$ cat src/hw/timer_channel_pkg.sv
// Register map, field layouts and reset values of the timer channel
package timer_channel_pkg;

  localparam int unsigned CNT_WIDTH_DEF = 16;

  // Byte offsets inside the channel window
  localparam logic [7:0] CHANNEL_CONTROL_OFF = 8'h00;
  localparam logic [7:0] WAVEFORM_CHANNEL_MODE_OFF = 8'h04;
  localparam logic [7:0] COUNTER_READBACK_OFF = 8'h10;
  localparam logic [7:0] COMPARE_A_VALUE_OFF = 8'h14;
  localparam logic [7:0] CAPTURE_B_VALUE_OFF = 8'h18;
  localparam logic [7:0] PERIOD_LIMIT_OFF = 8'h1c;
  localparam logic [7:0] CHANNEL_FLAGS_OFF = 8'h20;

  // Channel control command bits
  localparam int unsigned CMD_CLOCK_ENABLE_BIT = 0;
  localparam int unsigned CMD_CLOCK_DISABLE_BIT = 1;
  localparam int unsigned CMD_SOFT_TRIGGER_BIT = 2;

  // Status bit positions above the event flags
  localparam int unsigned CLOCK_RUNNING_BIT = 16;
  localparam int unsigned LINE_A_MIRROR_BIT = 17;
  localparam int unsigned LINE_B_MIRROR_BIT = 18;

  // Reset values
  localparam logic [31:0] MODE_RESET = 32'h0000_0000;
  localparam logic [15:0] VALUE_RESET = 16'h0000;

  // Action on an output line
  typedef enum logic [1:0] {
    ACT_NONE = 2'h0,
    ACT_SET = 2'h1,
    ACT_CLEAR = 2'h2,
    ACT_TOGGLE = 2'h3
  } line_action_t;

  // Waveform mode layout of waveform_channel_mode
  typedef struct packed {
    line_action_t b_line_on_soft_trigger;
    line_action_t b_line_on_event;
    line_action_t b_line_on_period_match;
    line_action_t b_line_on_b_match;
    line_action_t a_line_on_soft_trigger;
    line_action_t a_line_on_event;
    line_action_t a_line_on_period_match;
    line_action_t a_line_on_a_match;
    logic waveform_mode;
    logic [1:0] waveform_shape;
    logic ext_event_trigger_enable;
    logic [1:0] ext_event_source;
    logic [1:0] ext_event_edge;
    logic disable_on_c_match;
    logic stop_on_c_match;
    logic [1:0] gate_select;
    logic count_edge_invert;
    logic [2:0] clock_source_select;
  } mode_t;

  // Event flags in the low byte of channel_flags
  typedef struct packed {
    logic trigger_flag;
    logic load_b_flag;
    logic load_a_flag;
    logic period_match_flag;
    logic match_b_flag;
    logic match_a_flag;
    logic overrun_flag;
    logic overflow_flag;
  } flags_t;

endpackage : timer_channel_pkg

$ cat src/hw/timer_channel.sv
// One 16-bit timer channel with waveform generation and an APB register port
// Functional notes
// - Clock source code 0-4 picks internal clocks, 5-7 the external clocks.
// - Count edge invert 0 counts rising edges, 1 counts falling edges.
// - Gate select 0 leaves clock ungated, 1-3 ANDs with external clock 0-2.
// - Stop-on-period-match stops the counter clock when count reaches period limit.
// - Disable-on-period-match disables the counter clock when count reaches period limit.
// - Event edge code: 0 none, 1 rising, 2 falling, 3 both edges.
// - Event source 0 takes line B as input; 1-3 take external clocks, B output.
// - Line B used as event input carries no waveform and no derived flags.
// - Without trigger enable an event only acts on lines A and B.
// - With trigger enable an event clears the counter and starts its clock if the clock is enabled.
// - Waveform shape picks up or up-down, with or without period trigger.
// - Waveform mode bit 1 means waveform generation, 0 means capture.
// - Line A actions for compare A, period, event, software trigger: none/set/clear/toggle.
// - Line B actions for compare B, period, event, software trigger: none/set/clear/toggle.
// - Counter readback returns the live count, upper bits zero.
// - Compare A and capture B registers writable only in waveform mode.
// - Period limit is read-write in both modes and reads back its value.
// - Overflow and all event flags stay set until a flags read clears them.
// - Overrun flags a capture register loaded twice unread; zero in waveform mode.
// - Compare A/B match flags set only in waveform mode on equality.
// - Load flags set on capture register loads, zero in waveform mode.
// - Period match and external trigger flags work in both modes.
// - Mirror bits show sampled pins in capture or for line B as event input, driven levels otherwise.
// - Software trigger resets counter, starts clock if enabled, applies trigger actions to lines in waveform mode.
`timescale 1ns/1ns
`default_nettype none

module timer_channel
  import timer_channel_pkg::*;
#(
  parameter int unsigned CNT_WIDTH = CNT_WIDTH_DEF
) (
  input wire logic pclk,
  input wire logic presetn,
  input wire logic psel,
  input wire logic penable,
  input wire logic pwrite,
  input wire logic [7:0] paddr,
  input wire logic [31:0] pwdata,
  output logic [31:0] prdata,
  output logic pready,
  output logic pslverr,
  input wire logic [4:0] internal_clock,
  input wire logic [2:0] external_clock,
  input wire logic output_a_line_in,
  output logic output_a_line_out,
  output logic output_a_line_oe,
  input wire logic output_b_line_in,
  output logic output_b_line_out,
  output logic output_b_line_oe
);

  localparam logic [CNT_WIDTH-1:0] ALL_ONES = '1;
  localparam logic [CNT_WIDTH-1:0] ZERO = '0;

  // Apply one two-bit action to a line level
  function automatic logic line_act(input logic cur, input line_action_t act);
    case (act)
      ACT_SET: line_act = 1'b1;
      ACT_CLEAR: line_act = 1'b0;
      ACT_TOGGLE: line_act = ~cur;
      default: line_act = cur;
    endcase
  endfunction : line_act

  // Edge recognition on a sampled signal
  function automatic logic edge_hit(input logic prev, input logic cur, input logic [1:0] sel);
    case (sel)
      2'h1: edge_hit = ~prev & cur;
      2'h2: edge_hit = prev & ~cur;
      2'h3: edge_hit = prev ^ cur;
      default: edge_hit = 1'b0;
    endcase
  endfunction : edge_hit

  mode_t mode_reg;
  logic [CNT_WIDTH-1:0] count_reg, count_next;
  logic [CNT_WIDTH-1:0] compare_a_reg, compare_a_next;
  logic [CNT_WIDTH-1:0] capture_b_reg, capture_b_next;
  logic [CNT_WIDTH-1:0] period_reg;
  flags_t flags_reg, flags_next;
  flags_t flags_seen_reg;
  logic enabled_reg, enabled_next;
  logic stopped_reg, stopped_next;
  logic dir_up_reg, dir_up_next;
  logic clk_prev_reg, event_prev_reg, a_in_prev_reg;
  logic line_a_reg, line_a_next, line_b_reg, line_b_next;
  logic unread_a_reg, unread_b_reg;

  // Bus decode
  wire setup_phase = psel & ~penable;
  wire access = psel & penable;
  wire wr = access & pwrite;
  wire rd = access & ~pwrite;
  wire hit_ctrl = (paddr == CHANNEL_CONTROL_OFF);
  wire hit_mode = (paddr == WAVEFORM_CHANNEL_MODE_OFF);
  wire hit_cnt = (paddr == COUNTER_READBACK_OFF);
  wire hit_a = (paddr == COMPARE_A_VALUE_OFF);
  wire hit_b = (paddr == CAPTURE_B_VALUE_OFF);
  wire hit_per = (paddr == PERIOD_LIMIT_OFF);
  wire hit_flags = (paddr == CHANNEL_FLAGS_OFF);
  wire mapped = hit_ctrl | hit_mode | hit_cnt | hit_a | hit_b | hit_per | hit_flags;
  wire wave = mode_reg.waveform_mode;

  assign pready = 1'b1;
  assign pslverr = access & ~mapped;

  // Commands from the channel control register
  wire cmd_enable = wr & hit_ctrl & pwdata[CMD_CLOCK_ENABLE_BIT];
  wire cmd_disable = wr & hit_ctrl & pwdata[CMD_CLOCK_DISABLE_BIT];
  wire soft_trig = wr & hit_ctrl & pwdata[CMD_SOFT_TRIGGER_BIT];

  wire [7:0] clock_bus = {external_clock, internal_clock};
  wire sel_clock = clock_bus[mode_reg.clock_source_select];
  wire [3:0] gate_bus = {external_clock, 1'b1};
  wire gated_clock = sel_clock & gate_bus[mode_reg.gate_select];
  wire clk_edge = mode_reg.count_edge_invert ? (clk_prev_reg & ~gated_clock) : (~clk_prev_reg & gated_clock);
  wire running = enabled_reg & ~stopped_reg;
  wire tick = running & clk_edge;

  // event source and line B direction
  wire b_is_input = (mode_reg.ext_event_source == 2'h0);
  wire [3:0] event_bus = {external_clock, output_b_line_in};
  wire event_sig = event_bus[mode_reg.ext_event_source];
  wire ext_event = edge_hit(event_prev_reg, event_sig, mode_reg.ext_event_edge);
  // event acts as a trigger only when enabled
  wire ext_trig = ext_event & mode_reg.ext_event_trigger_enable;
  wire any_trig = ext_trig | soft_trig;

  wire period_trig_en = mode_reg.waveform_shape[1];
  wire up_down = mode_reg.waveform_shape[0];
  wire [CNT_WIDTH-1:0] top_val = period_trig_en ? period_reg : ALL_ONES;

  // Counting step
  logic [CNT_WIDTH-1:0] step_val;
  logic step_dir;
  always_comb begin
    step_val = count_reg;
    step_dir = dir_up_reg;
    if (up_down) begin
      // reverse at top and at zero
      if (dir_up_reg) begin
        if (count_reg >= top_val) begin
          step_dir = 1'b0;
          step_val = count_reg - 1'b1;
        end else begin
          step_val = count_reg + 1'b1;
        end
      end else begin
        if (count_reg == ZERO) begin
          step_dir = 1'b1;
          step_val = count_reg + 1'b1;
        end else begin
          step_val = count_reg - 1'b1;
        end
      end
    end else if (period_trig_en && count_reg == period_reg) begin
      step_val = ZERO;
    end else begin
      step_val = count_reg + 1'b1;
    end
  end

  wire wrap = tick & ~up_down & ~period_trig_en & (count_reg == ALL_ONES);
  wire period_hit = tick & (step_val == period_reg);
  wire match_a = tick & wave & (step_val == compare_a_reg);
  // no compare B activity while line B is an input
  wire match_b = tick & wave & ~b_is_input & (step_val == capture_b_reg);

  // Capture loads: A on rising line A, B on falling line A
  wire load_a = ~wave & ~a_in_prev_reg & output_a_line_in;
  wire load_b = ~wave & a_in_prev_reg & ~output_a_line_in;
  wire rd_a = rd & hit_a;
  wire rd_b = rd & hit_b;

  // Counter, direction and clock state
  always_comb begin
    count_next = count_reg;
    dir_up_next = dir_up_reg;
    enabled_next = enabled_reg;
    stopped_next = stopped_reg;
    if (tick) begin
      count_next = step_val;
      dir_up_next = step_dir;
    end
    if (period_hit && mode_reg.stop_on_c_match) begin
      stopped_next = 1'b1;
    end
    if (period_hit && mode_reg.disable_on_c_match) begin
      enabled_next = 1'b0;
    end
    if (cmd_enable && !cmd_disable) begin
      enabled_next = 1'b1;
    end
    if (cmd_disable) begin
      enabled_next = 1'b0;
    end
    // triggers reset counter and restart the clock if it is enabled
    if (any_trig) begin
      count_next = ZERO;
      dir_up_next = 1'b1;
      stopped_next = 1'b0;
    end
  end

  // Output line actions, lowest priority first
  always_comb begin
    line_a_next = line_a_reg;
    line_b_next = line_b_reg;
    if (wave) begin
      if (match_a) begin
        line_a_next = line_act(line_a_next, mode_reg.a_line_on_a_match);
      end
      if (period_hit) begin
        line_a_next = line_act(line_a_next, mode_reg.a_line_on_period_match);
      end
      if (ext_event) begin
        line_a_next = line_act(line_a_next, mode_reg.a_line_on_event);
      end
      if (soft_trig) begin
        line_a_next = line_act(line_a_next, mode_reg.a_line_on_soft_trigger);
      end
      if (match_b) begin
        line_b_next = line_act(line_b_next, mode_reg.b_line_on_b_match);
      end
      if (period_hit) begin
        line_b_next = line_act(line_b_next, mode_reg.b_line_on_period_match);
      end
      if (ext_event) begin
        line_b_next = line_act(line_b_next, mode_reg.b_line_on_event);
      end
      if (soft_trig) begin
        line_b_next = line_act(line_b_next, mode_reg.b_line_on_soft_trigger);
      end
    end
  end

  // value registers writable only in waveform mode
  always_comb begin
    compare_a_next = compare_a_reg;
    capture_b_next = capture_b_reg;
    if (wr && wave && hit_a) begin
      compare_a_next = pwdata[CNT_WIDTH-1:0];
    end
    if (wr && wave && hit_b) begin
      capture_b_next = pwdata[CNT_WIDTH-1:0];
    end
    if (load_a) begin
      compare_a_next = count_reg;
    end
    if (load_b) begin
      capture_b_next = count_reg;
    end
  end

  // Event flags; a set in the read cycle survives the clear
  flags_t flag_set;
  always_comb begin
    flag_set = '0;
    flag_set.overflow_flag = wrap;
    // second load before the register was read
    flag_set.overrun_flag = (load_a & unread_a_reg & ~rd_a) | (load_b & unread_b_reg & ~rd_b);
    // compare flags only in waveform mode
    flag_set.match_a_flag = match_a;
    flag_set.match_b_flag = match_b;
    // period match and trigger in both modes
    flag_set.period_match_flag = period_hit;
    flag_set.trigger_flag = ext_trig;
    flag_set.load_a_flag = load_a;
    flag_set.load_b_flag = load_b;
    // clear only the flags that were set when the read data was latched
    flags_next = ((rd && hit_flags) ? (flags_reg & ~flags_seen_reg) : flags_reg) | flag_set;
  end

  // Flags that depend on mode read as zero in the other mode
  flags_t flags_view;
  always_comb begin
    flags_view = flags_reg;
    flags_view.overrun_flag = flags_reg.overrun_flag & ~wave;
    flags_view.load_a_flag = flags_reg.load_a_flag & ~wave;
    flags_view.load_b_flag = flags_reg.load_b_flag & ~wave;
    flags_view.match_a_flag = flags_reg.match_a_flag & wave;
    flags_view.match_b_flag = flags_reg.match_b_flag & wave;
  end

  // mirror sampled pin or driven level
  wire mirror_a = wave ? line_a_reg : output_a_line_in;
  wire mirror_b = (wave && !b_is_input) ? line_b_reg : output_b_line_in;

  // Read data mux, latched in the setup phase so prdata comes from a flop
  logic [31:0] rd_mux;
  always_comb begin
    rd_mux = 32'h0000_0000;
    if (hit_cnt) begin
      rd_mux[CNT_WIDTH-1:0] = count_reg;
    end
    if (hit_mode) begin
      rd_mux = mode_reg;
    end
    if (hit_a) begin
      rd_mux[CNT_WIDTH-1:0] = compare_a_reg;
    end
    if (hit_b) begin
      rd_mux[CNT_WIDTH-1:0] = capture_b_reg;
    end
    if (hit_per) begin
      rd_mux[CNT_WIDTH-1:0] = period_reg;
    end
    if (hit_flags) begin
      rd_mux[7:0] = flags_view;
      rd_mux[CLOCK_RUNNING_BIT] = enabled_reg;
      rd_mux[LINE_A_MIRROR_BIT] = mirror_a;
      rd_mux[LINE_B_MIRROR_BIT] = mirror_b;
    end
  end

  always_ff @(posedge pclk or negedge presetn) begin
    if (!presetn) begin
      mode_reg <= MODE_RESET;
      period_reg <= VALUE_RESET;
      prdata <= 32'h0000_0000;
      flags_seen_reg <= '0;
    end else begin
      if (wr && hit_mode) begin
        mode_reg <= pwdata;
      end
      if (wr && hit_per) begin
        period_reg <= pwdata[CNT_WIDTH-1:0];
      end
      if (setup_phase) begin
        prdata <= rd_mux;
        flags_seen_reg <= flags_reg;
      end
    end
  end

  always_ff @(posedge pclk or negedge presetn) begin
    if (!presetn) begin
      count_reg <= VALUE_RESET;
      compare_a_reg <= VALUE_RESET;
      capture_b_reg <= VALUE_RESET;
      flags_reg <= '0;
      enabled_reg <= 1'b0;
      stopped_reg <= 1'b0;
      dir_up_reg <= 1'b1;
    end else begin
      count_reg <= count_next;
      compare_a_reg <= compare_a_next;
      capture_b_reg <= capture_b_next;
      flags_reg <= flags_next;
      enabled_reg <= enabled_next;
      stopped_reg <= stopped_next;
      dir_up_reg <= dir_up_next;
    end
  end

  always_ff @(posedge pclk or negedge presetn) begin
    if (!presetn) begin
      clk_prev_reg <= 1'b0;
      event_prev_reg <= 1'b0;
      a_in_prev_reg <= 1'b0;
      line_a_reg <= 1'b0;
      line_b_reg <= 1'b0;
      unread_a_reg <= 1'b0;
      unread_b_reg <= 1'b0;
    end else begin
      clk_prev_reg <= gated_clock;
      event_prev_reg <= event_sig;
      a_in_prev_reg <= output_a_line_in;
      line_a_reg <= line_a_next;
      line_b_reg <= line_b_next;
      // A load marks the register unread; a read marks it seen
      unread_a_reg <= load_a | (unread_a_reg & ~rd_a);
      unread_b_reg <= load_b | (unread_b_reg & ~rd_b);
    end
  end

  // lines are driven only in waveform mode
  assign output_a_line_out = line_a_reg;
  assign output_a_line_oe = wave;
  // line B released while it is the event input
  assign output_b_line_out = line_b_reg;
  assign output_b_line_oe = wave & ~b_is_input;
endmodule : timer_channel

`default_nettype wire

$ cat config.mk
export PLATFORM = sky130hd
export DESIGN_NAME = timer_channel
export DESIGN_NICKNAME = d
export VERILOG_FILES = /design/src/hw/timer_channel_pkg.sv /design/src/hw/timer_channel.sv
export SDC_FILE = /design/constraint.sdc
export NUM_CORES = 1
export LEC_CHECK = 0
export BUFFER_PORTS_ARGS = -buffer_cell sky130_fd_sc_hd__buf_4
export CAP_MARGIN = 20
export CORE_UTILIZATION = 61
export DETAILED_ROUTE_END_ITERATION = 12
export PLACE_DENSITY_LB_ADDON = 0.12
export SLEW_MARGIN = 15
export SYNTH_ARGS = -nofsm -noshare
export SYNTH_HDL_FRONTEND = slang
export SYNTH_SLANG_ARGS = --single-unit
$ cat constraint.sdc
create_clock -name pclk -period 5.97 [get_ports pclk]
set_clock_uncertainty 0.05 [all_clocks]
set_input_delay 1.194 -clock pclk [delete_from_list [all_inputs] [get_ports pclk]]
set_output_delay 1.194 -clock pclk [all_outputs]
set_load 0.02 [all_outputs]
## After elaboration in Yosys (flattened, before gate mapping)

Cells that the tools add are included.
Widths: inputs -> output; s select.

| word-level totals | value |
|---|---|
| memories kept | 0 |
| logic and storage cells | 260 |
| bits in read-only memories | 0 |
| bits in writable memories | 0 |
| flip-flop bits (word level) | 154 |
| bits of input ports | 55 |
| bits in latches | 0 |

| cells by class | value |
|---|---|
| shifts and indexed selects | 0 |
| multiply operators | 0 |
| bitwise gates (word level) | 81 |
| add/subtract/negate cells | 2 |
| divide/modulo/power cells | 0 |
| mux-type cells | 63 |
| magnitude comparators | 4 |
| equality and inequality tests | 38 |
| reductions and logical operators | 23 |

Operators by type and width:

| cell | number |
|---|---|
| $mux 16 | 16 |
| $eq 16x16->1 | 4 |
| $and 1x1->1 | 43 |
| $eq 2x2->1 const B | 18 |
| $eq 8x5->1 const B | 4 |
| $mux 32 | 1 |
| $mux 1 | 31 |
| $pmux 1 s3 | 9 |
| $not 1->1 | 24 |
| $eq 2x1->1 const B | 9 |
| $add 16x1->16 const B | 1 |
| $eq 16x16->1 const B | 1 |
| $ge 16x16->1 | 1 |
| $logic_not 16->1 | 1 |
| $mux 8 | 2 |
| $sub 16x1->16 const B | 1 |
| $logic_and 1x1->1 | 11 |
| $or 1x1->1 | 10 |
| $reduce_bool 2->1 | 5 |
| $and 8x8->8 | 1 |
| $eq 8x3->1 const B | 1 |
| $eq 8x6->1 const B | 1 |
| $logic_not 8->1 | 1 |
| $not 8->8 | 1 |
| 11 further kinds | 14 |

## Logic depth before layout (Yosys ltp)

| logic depth | value |
|---|---|
| word-level depth | 23 |
| gate-level depth with buffers | 19 |
| mapped depth without buffers | 15 |

## Worst setup path before layout

No wires, ideal clock.

| timing path | value |
|---|---|
| path type | register to register |
| start point | register mode_reg[14] (netlist name) |
| end point | register line_a_reg (netlist: output_a_line_out) |
| stages on the path, launching flop included | 20 |
| setup time | 0.120 ns |
| slack | 1.363 ns |
| clock period less this slack | 4.607 ns |
| arrival | 4.437 ns |
| cells stage by stage | dfrtp_1 -> clkbuf_1 -> clkbuf_1 -> nor2b_1 -> ha_1 -> nand4_1 -> nor4_1 -> a22oi_1 -> and2_1 -> clkbuf_1 -> a2111oi_1 -> nor3_1 -> nor4b_1 -> nand4_1 -> or4_1 -> buf_2 -> a21o_1 -> o31a_1 -> or3_1 -> o211a_1 |

| on the way | value |
|---|---|
| cells in the longest elaborated chain, start to end | 20 |

RTL lines:

| item | line | RTL |
|---|---|---|
| start, declared | timer_channel.sv:78 | `mode_t mode_reg;` |
| start signal, assigned | timer_channel.sv:327 | `mode_reg <= pwdata;` |
| $mux 16 | timer_channel.sv:134 | `wire [CNT_WIDTH-1:0] top_val = period_trig_en ? period_reg : ALL_ONES;` |
| $ge 16x16->1 | timer_channel.sv:145 | `if (count_reg >= top_val) begin` |
| $mux 16 | timer_channel.sv:145 |  |
| $mux 16 | timer_channel.sv:144 | `if (dir_up_reg) begin` |
| $mux 16 (*) | timer_channel.sv:142 | `if (up_down) begin` |
| $eq 16x16->1 | timer_channel.sv:168 | `wire match_a = tick & wave & (step_val == compare_a_reg);` |
| $and 1x1->1 | timer_channel.sv:168 |  |
| $mux 1 | timer_channel.sv:213 | `if (match_a) begin` |
| [4 not listed] | n/a |  |
| $mux 1 (*) | timer_channel.sv:212 | `if (wave) begin` |
| $not 1->1 | timer_channel.sv:63 | `ACT_TOGGLE: line_act = ~cur;` |
| $pmux 1 s3 | timer_channel.sv:60 | `case (act)` |
| $mux 1 (*) | timer_channel.sv:219 | `if (ext_event) begin` |
| $mux 1 (*) | timer_channel.sv:212 |  |
| $not 1->1 | timer_channel.sv:63 |  |
| $pmux 1 s3 | timer_channel.sv:60 |  |
| $mux 1 (*) | timer_channel.sv:222 | `if (soft_trig) begin` |
| end signal, assigned | timer_channel.sv:372 | `line_a_reg <= line_a_next;` |
| end, declared | timer_channel.sv:89 | `logic line_a_reg, line_a_next, line_b_reg, line_b_next;` |

Mark *: on every way between the ends. The rest lies on a longest branch, timed or not. The select of a mux whose other input is x is not followed.
A chain may end at the register's enable or synchronous reset.

## Worst setup path after layout

Ends and elaborated chain as after synthesis.

==> summary.md <==
| Metric | Value |
|---|---|
| Run status | finished clean |
| Share of total power in the clock network | 41.1% |
| WP data required | ~6300 ps |
| Row Count | 47 |
| Placer congestion estimate | 0.978 |
| Switching part of the total power | 31.0% |
| Max-cap violations | 0 |
| Combined global-route utilization of all metal layers | 42.0% |
| First-pass GRT wire length | ~55 mm |
| Async set-reset flop share out of synthesis | 100% |
| Utilization after layout | 71.0% |
| Reg-to-reg endpoint | output_a_line_out$_DFFE_PN0P_ |
| Internal power | around 1.8 mW |
| Crit share post-route | roughly nine tenths |
| Number of endpoints failing setup at the final stage | 0 |
| Critical path startpoint | mode_reg[14]$_DFFE_PN0P_ |
| # port buffers | 91 |
| Post-cts hold buffer count | 0 |
| Place WS | around 570 ps |
| #FFs+latches synth | 154 |
| Worst setup path class | flip-flop to flip-flop |
| Number of warning messages in the yosys log | 0 |
| Detailed-route wire length on metal 1 | around 14 mm |
| Static leakage | around 5.3 nW |
| Switching power of the nets | 0.799 mW |
| Min cycle time layout | 5410 ps |
| Number of nets with antenna violations after detailed routing | 0 |
| Insertion delay to the later sink of the worst-skew pair | 450 ps |
| Worst hold slack | 428 ps |
| Worst setup slack for register-to-register paths | 560 ps |
| Cells on worst reg2reg path | 16 |
| Height of the die | between 100 and 150 microns |
| Synth top area share | 37.3% |
| Routed vias | ~10,000 |
| CP Capture Type | flip-flop |
| CTS Root Cell | sky130_fd_sc_hd__clkbuf_16 |
| CP Cell Sequence | nor2b_1 > ha_1 > nand4_1 > nor4_1 > a22oi_1 > nand2_1 > buf_4 > o2111ai_1 > nand3_1 > nor4b_1 > nand4_1 > or4_1 > a21o_1 > o31a_1 > or3_1 > o211a_1 |
| Sink Count | 154 |
| Leftover overflow at the end of global routing | 0 |
| Syn-to-layout area delta | 14.4% |
| Highest fanout seen on the critical path | 20 |
| Number of max-slew violations in the final report | 0 |
| Dominant cell by count in the synthesized netlist | sky130_fd_sc_hd__nand2_1 |
| Achievable Freq | between 0.15 and 0.2 GHz |
| Number of nets in the synthesized netlist | approximately 1,300 |
| Most prevalent standard cell on the critical path | sky130_fd_sc_hd__nand4_1 |
| Post-synthesis sequential area ratio | between 30% and 40% |
| Worst Hold Path EP | prdata[27]$_DFFE_PN0P_ |
| Placed cells | about 1,400 |
| DP Wirelength | approximately 26 mm |
| Maximum root-to-sink buffer count | 2 |
| Top sig layer | met5 |
| Number of top-level pins | 93 |
| Die Footprint | 17,300 sq um |
| Cell count of the worst hold path | 2 |
| Library cell with the largest summed area after synthesis | sky130_fd_sc_hd__dfrtp_1 |
| H-tree depth reported by CTS | 4 |
| Number of optimization iterations in the first detailed-route pass | 6 |
| Number of antenna violations at the first check in global routing | 2 |
| Maximum cell stage delay along the critical path | between 700 and 800 ps |
| Placed Area | 11,200 sq um |
| Cell types with the highest counts after synthesis | 155 x sky130_fd_sc_hd__nand2_1, 153 x sky130_fd_sc_hd__dfrtp_1, 100 x sky130_fd_sc_hd__nor2_1, 92 x sky130_fd_sc_hd__a21oi_1, 62 x sky130_fd_sc_hd__o21ai_0 |
| Core Box Area | 16,500 sq um |
| Routed length on met2 | 15.3 mm |
| Prevailing post-synth register cell | sky130_fd_sc_hd__dfrtp_1 |
| Total power of the final layout | 2.58 mW |
| Wire length after detailed routing | 35.3 mm |
| Power density of the placed cells | 220 nW/um^2 |
| Cell area after layout | roughly 12,000 sq um |
| Via count of the first global-routing pass | 9,290 |
| Mean instance size in the synthesized netlist | 8.66 sq um |
| Ranking of synthesized cells by area | sky130_fd_sc_hd__dfrtp_1 37%, sky130_fd_sc_hd__mux2_2 6.3%, sky130_fd_sc_hd__nand2_1 5.7% |
| Syn Inst Count | 1,184 |
| Hold Crit Start | prdata[27]$_DFFE_PN0P_ |
| Wirelength per Cell | 23.9 microns |
| Residual DRC count | 0 |
| Sequential Power Share | around 45% |
| Critical Path Source Type | flip-flop |
| TritonCTS clock tree | built |
| Transition time at the pin with the least slew margin | 1020 ps |
| Arrival time of data at the critical path endpoint | about 5700 ps |
| Worst slew margin | a little under a third |
| CTS clock-pin slew for the worst setup and hold paths | roughly 70 ps |
| Met3 wire len | 4.36 mm |
| Library cell contributing the largest single delay on the critical path | sky130_fd_sc_hd__or4_1 |
| Ratio of cells with drive above 1 in the final layout | about 19% |
| Final critical-path setup slack | ~560 ps |
| Maximum number of pins on one net before global-route repair | 76 |
| Max FFs per register | 32 |
| Number of DRC violations after detailed-routing iteration 0 | 1,339 |
| Setup repair after global routing missed its margin | false |
| Gate power share | 14.1% |
| Aggregate negative setup slack | 0 ps |
| Number of endpoints with negative hold slack in the final report | 0 |
| Number of library cell types mapped by synthesis | 83 |
| Number of buffers added by the clock tree synthesis step | 17 |
| Die W | 132 microns |
| Total number of nets in the final design | 1,321 |
| Worst IR Drop VDD | 0.221 mV |
| Hold/Removal Path Class | flip-flop to flip-flop |
| Number of flops mapped to enable cells by yosys | 0 |
| Launch point of the worst reg-to-reg path | mode_reg[14]$_DFFE_PN0P_ |
| Per-cell via count in the routed design | 6.78 |
| ANT cells | 0 |
| Final Instance Count excl. Fillers | 1,478 |
| Effective utilization at floorplan | 62.1% |
| Area of the mapped netlist | 10,300 sq um |
[repair_timing]
item | 4_1_cts | 5_1_grt
resized for setup | 0 | 1
setup buffers | 0 | 0
endpoints found under the setup margin | 0 | 2
[routing by layer]
metal / global-route usage (%) / up-vias
li1: - / 4476
met5: 0 / -
met4: 18.4 / 2
met3: 12.6 / 116
met2: 60.5 / 657
met1: 58.3 / 4764
[logic make-up (layout without fill, tap and decap cells)]
logic type                 Yosys count  after routing  synth area share, %
AOI/OAI and AO/OA                  310            310                 20.1
xor gates and xnor gates            32             32                 2.73
adders and majority gates           21             21                 2.56
buffers and inverters              109            183                 4.28
DFF                                154            154                 37.6
muxes                               96             96                 10.4
other                                1              1               0.0366
and+or+nand+nor                    461            461                 22.3
[final cells by class]
type / count / area, sq um
Multi-Input combinational cell: 921 / 5980
Clock inverter: 14 / 134
Clock buffer: 18 / 429
Tap cell: 220 / 275
Fill cell: 1305 / 4790
Timing Repair Buffer: 130 / 980
Sequential cell: 154 / 3850
Inverter: 21 / 78.8
[worst max-delay path, delay by kind of cell, from the launching register on]
| kind | cells | cell delay, ps |
|---|---|---|
| fa+ha+maj | 1 | 320 |
| simple gates | 9 | 2870 |
| buf+inv | 1 | 280 |
| compound gates | 5 | 1200 |
| flops | 1 | 560 |
[placed cells by master (no fill, tap or decap), types with 17 or more instances in the layout]
cell type / n
sky130_fd_sc_hd__nand2_1: 155
sky130_fd_sc_hd__dfrtp_1: 153
sky130_fd_sc_hd__buf_4: 129
sky130_fd_sc_hd__nor2_1: 100
sky130_fd_sc_hd__a21oi_1: 92
sky130_fd_sc_hd__o21ai_0: 62
sky130_fd_sc_hd__mux2_2: 57
sky130_fd_sc_hd__mux2i_1: 36
sky130_fd_sc_hd__nand3_1: 29
sky130_fd_sc_hd__nor3_1: 27
sky130_fd_sc_hd__xnor2_1: 24
sky130_fd_sc_hd__nor2b_1: 22
sky130_fd_sc_hd__a31oi_1: 21
sky130_fd_sc_hd__ha_1: 21
sky130_fd_sc_hd__nand4_1: 20
sky130_fd_sc_hd__inv_1: 19
sky130_fd_sc_hd__and3_1: 19
sky130_fd_sc_hd__and2_1: 19
sky130_fd_sc_hd__clkbuf_16: 17
[power groups by stage]
stage / registers (mW) / logic (mW) / clock network, mW
2_1_floorplan: 1.14 / 0.231 / 0
3_3_place_gp: 1.17 / 0.350 / 0
3_5_place_dp: 1.17 / 0.353 / 0
4_1_cts: 1.15 / 0.355 / 1.06
5_1_grt: 1.16 / 0.396 / 1.11
6_report: 1.16 / 0.364 / 1.06
[worst max-delay path by stage]
stage,endpoint,depth (start not counted)
2_1_floorplan,output_a_line_out$_DFFE_PN0P_,19
3_3_place_gp,output_a_line_out$_DFFE_PN0P_,15
3_5_place_dp,output_a_line_out$_DFFE_PN0P_,15
4_1_cts,output_a_line_out$_DFFE_PN0P_,15
5_1_grt,output_b_line_out$_DFFE_PN0P_,15
6_report,output_a_line_out$_DFFE_PN0P_,16
Power figures use the tool's default switching activity.
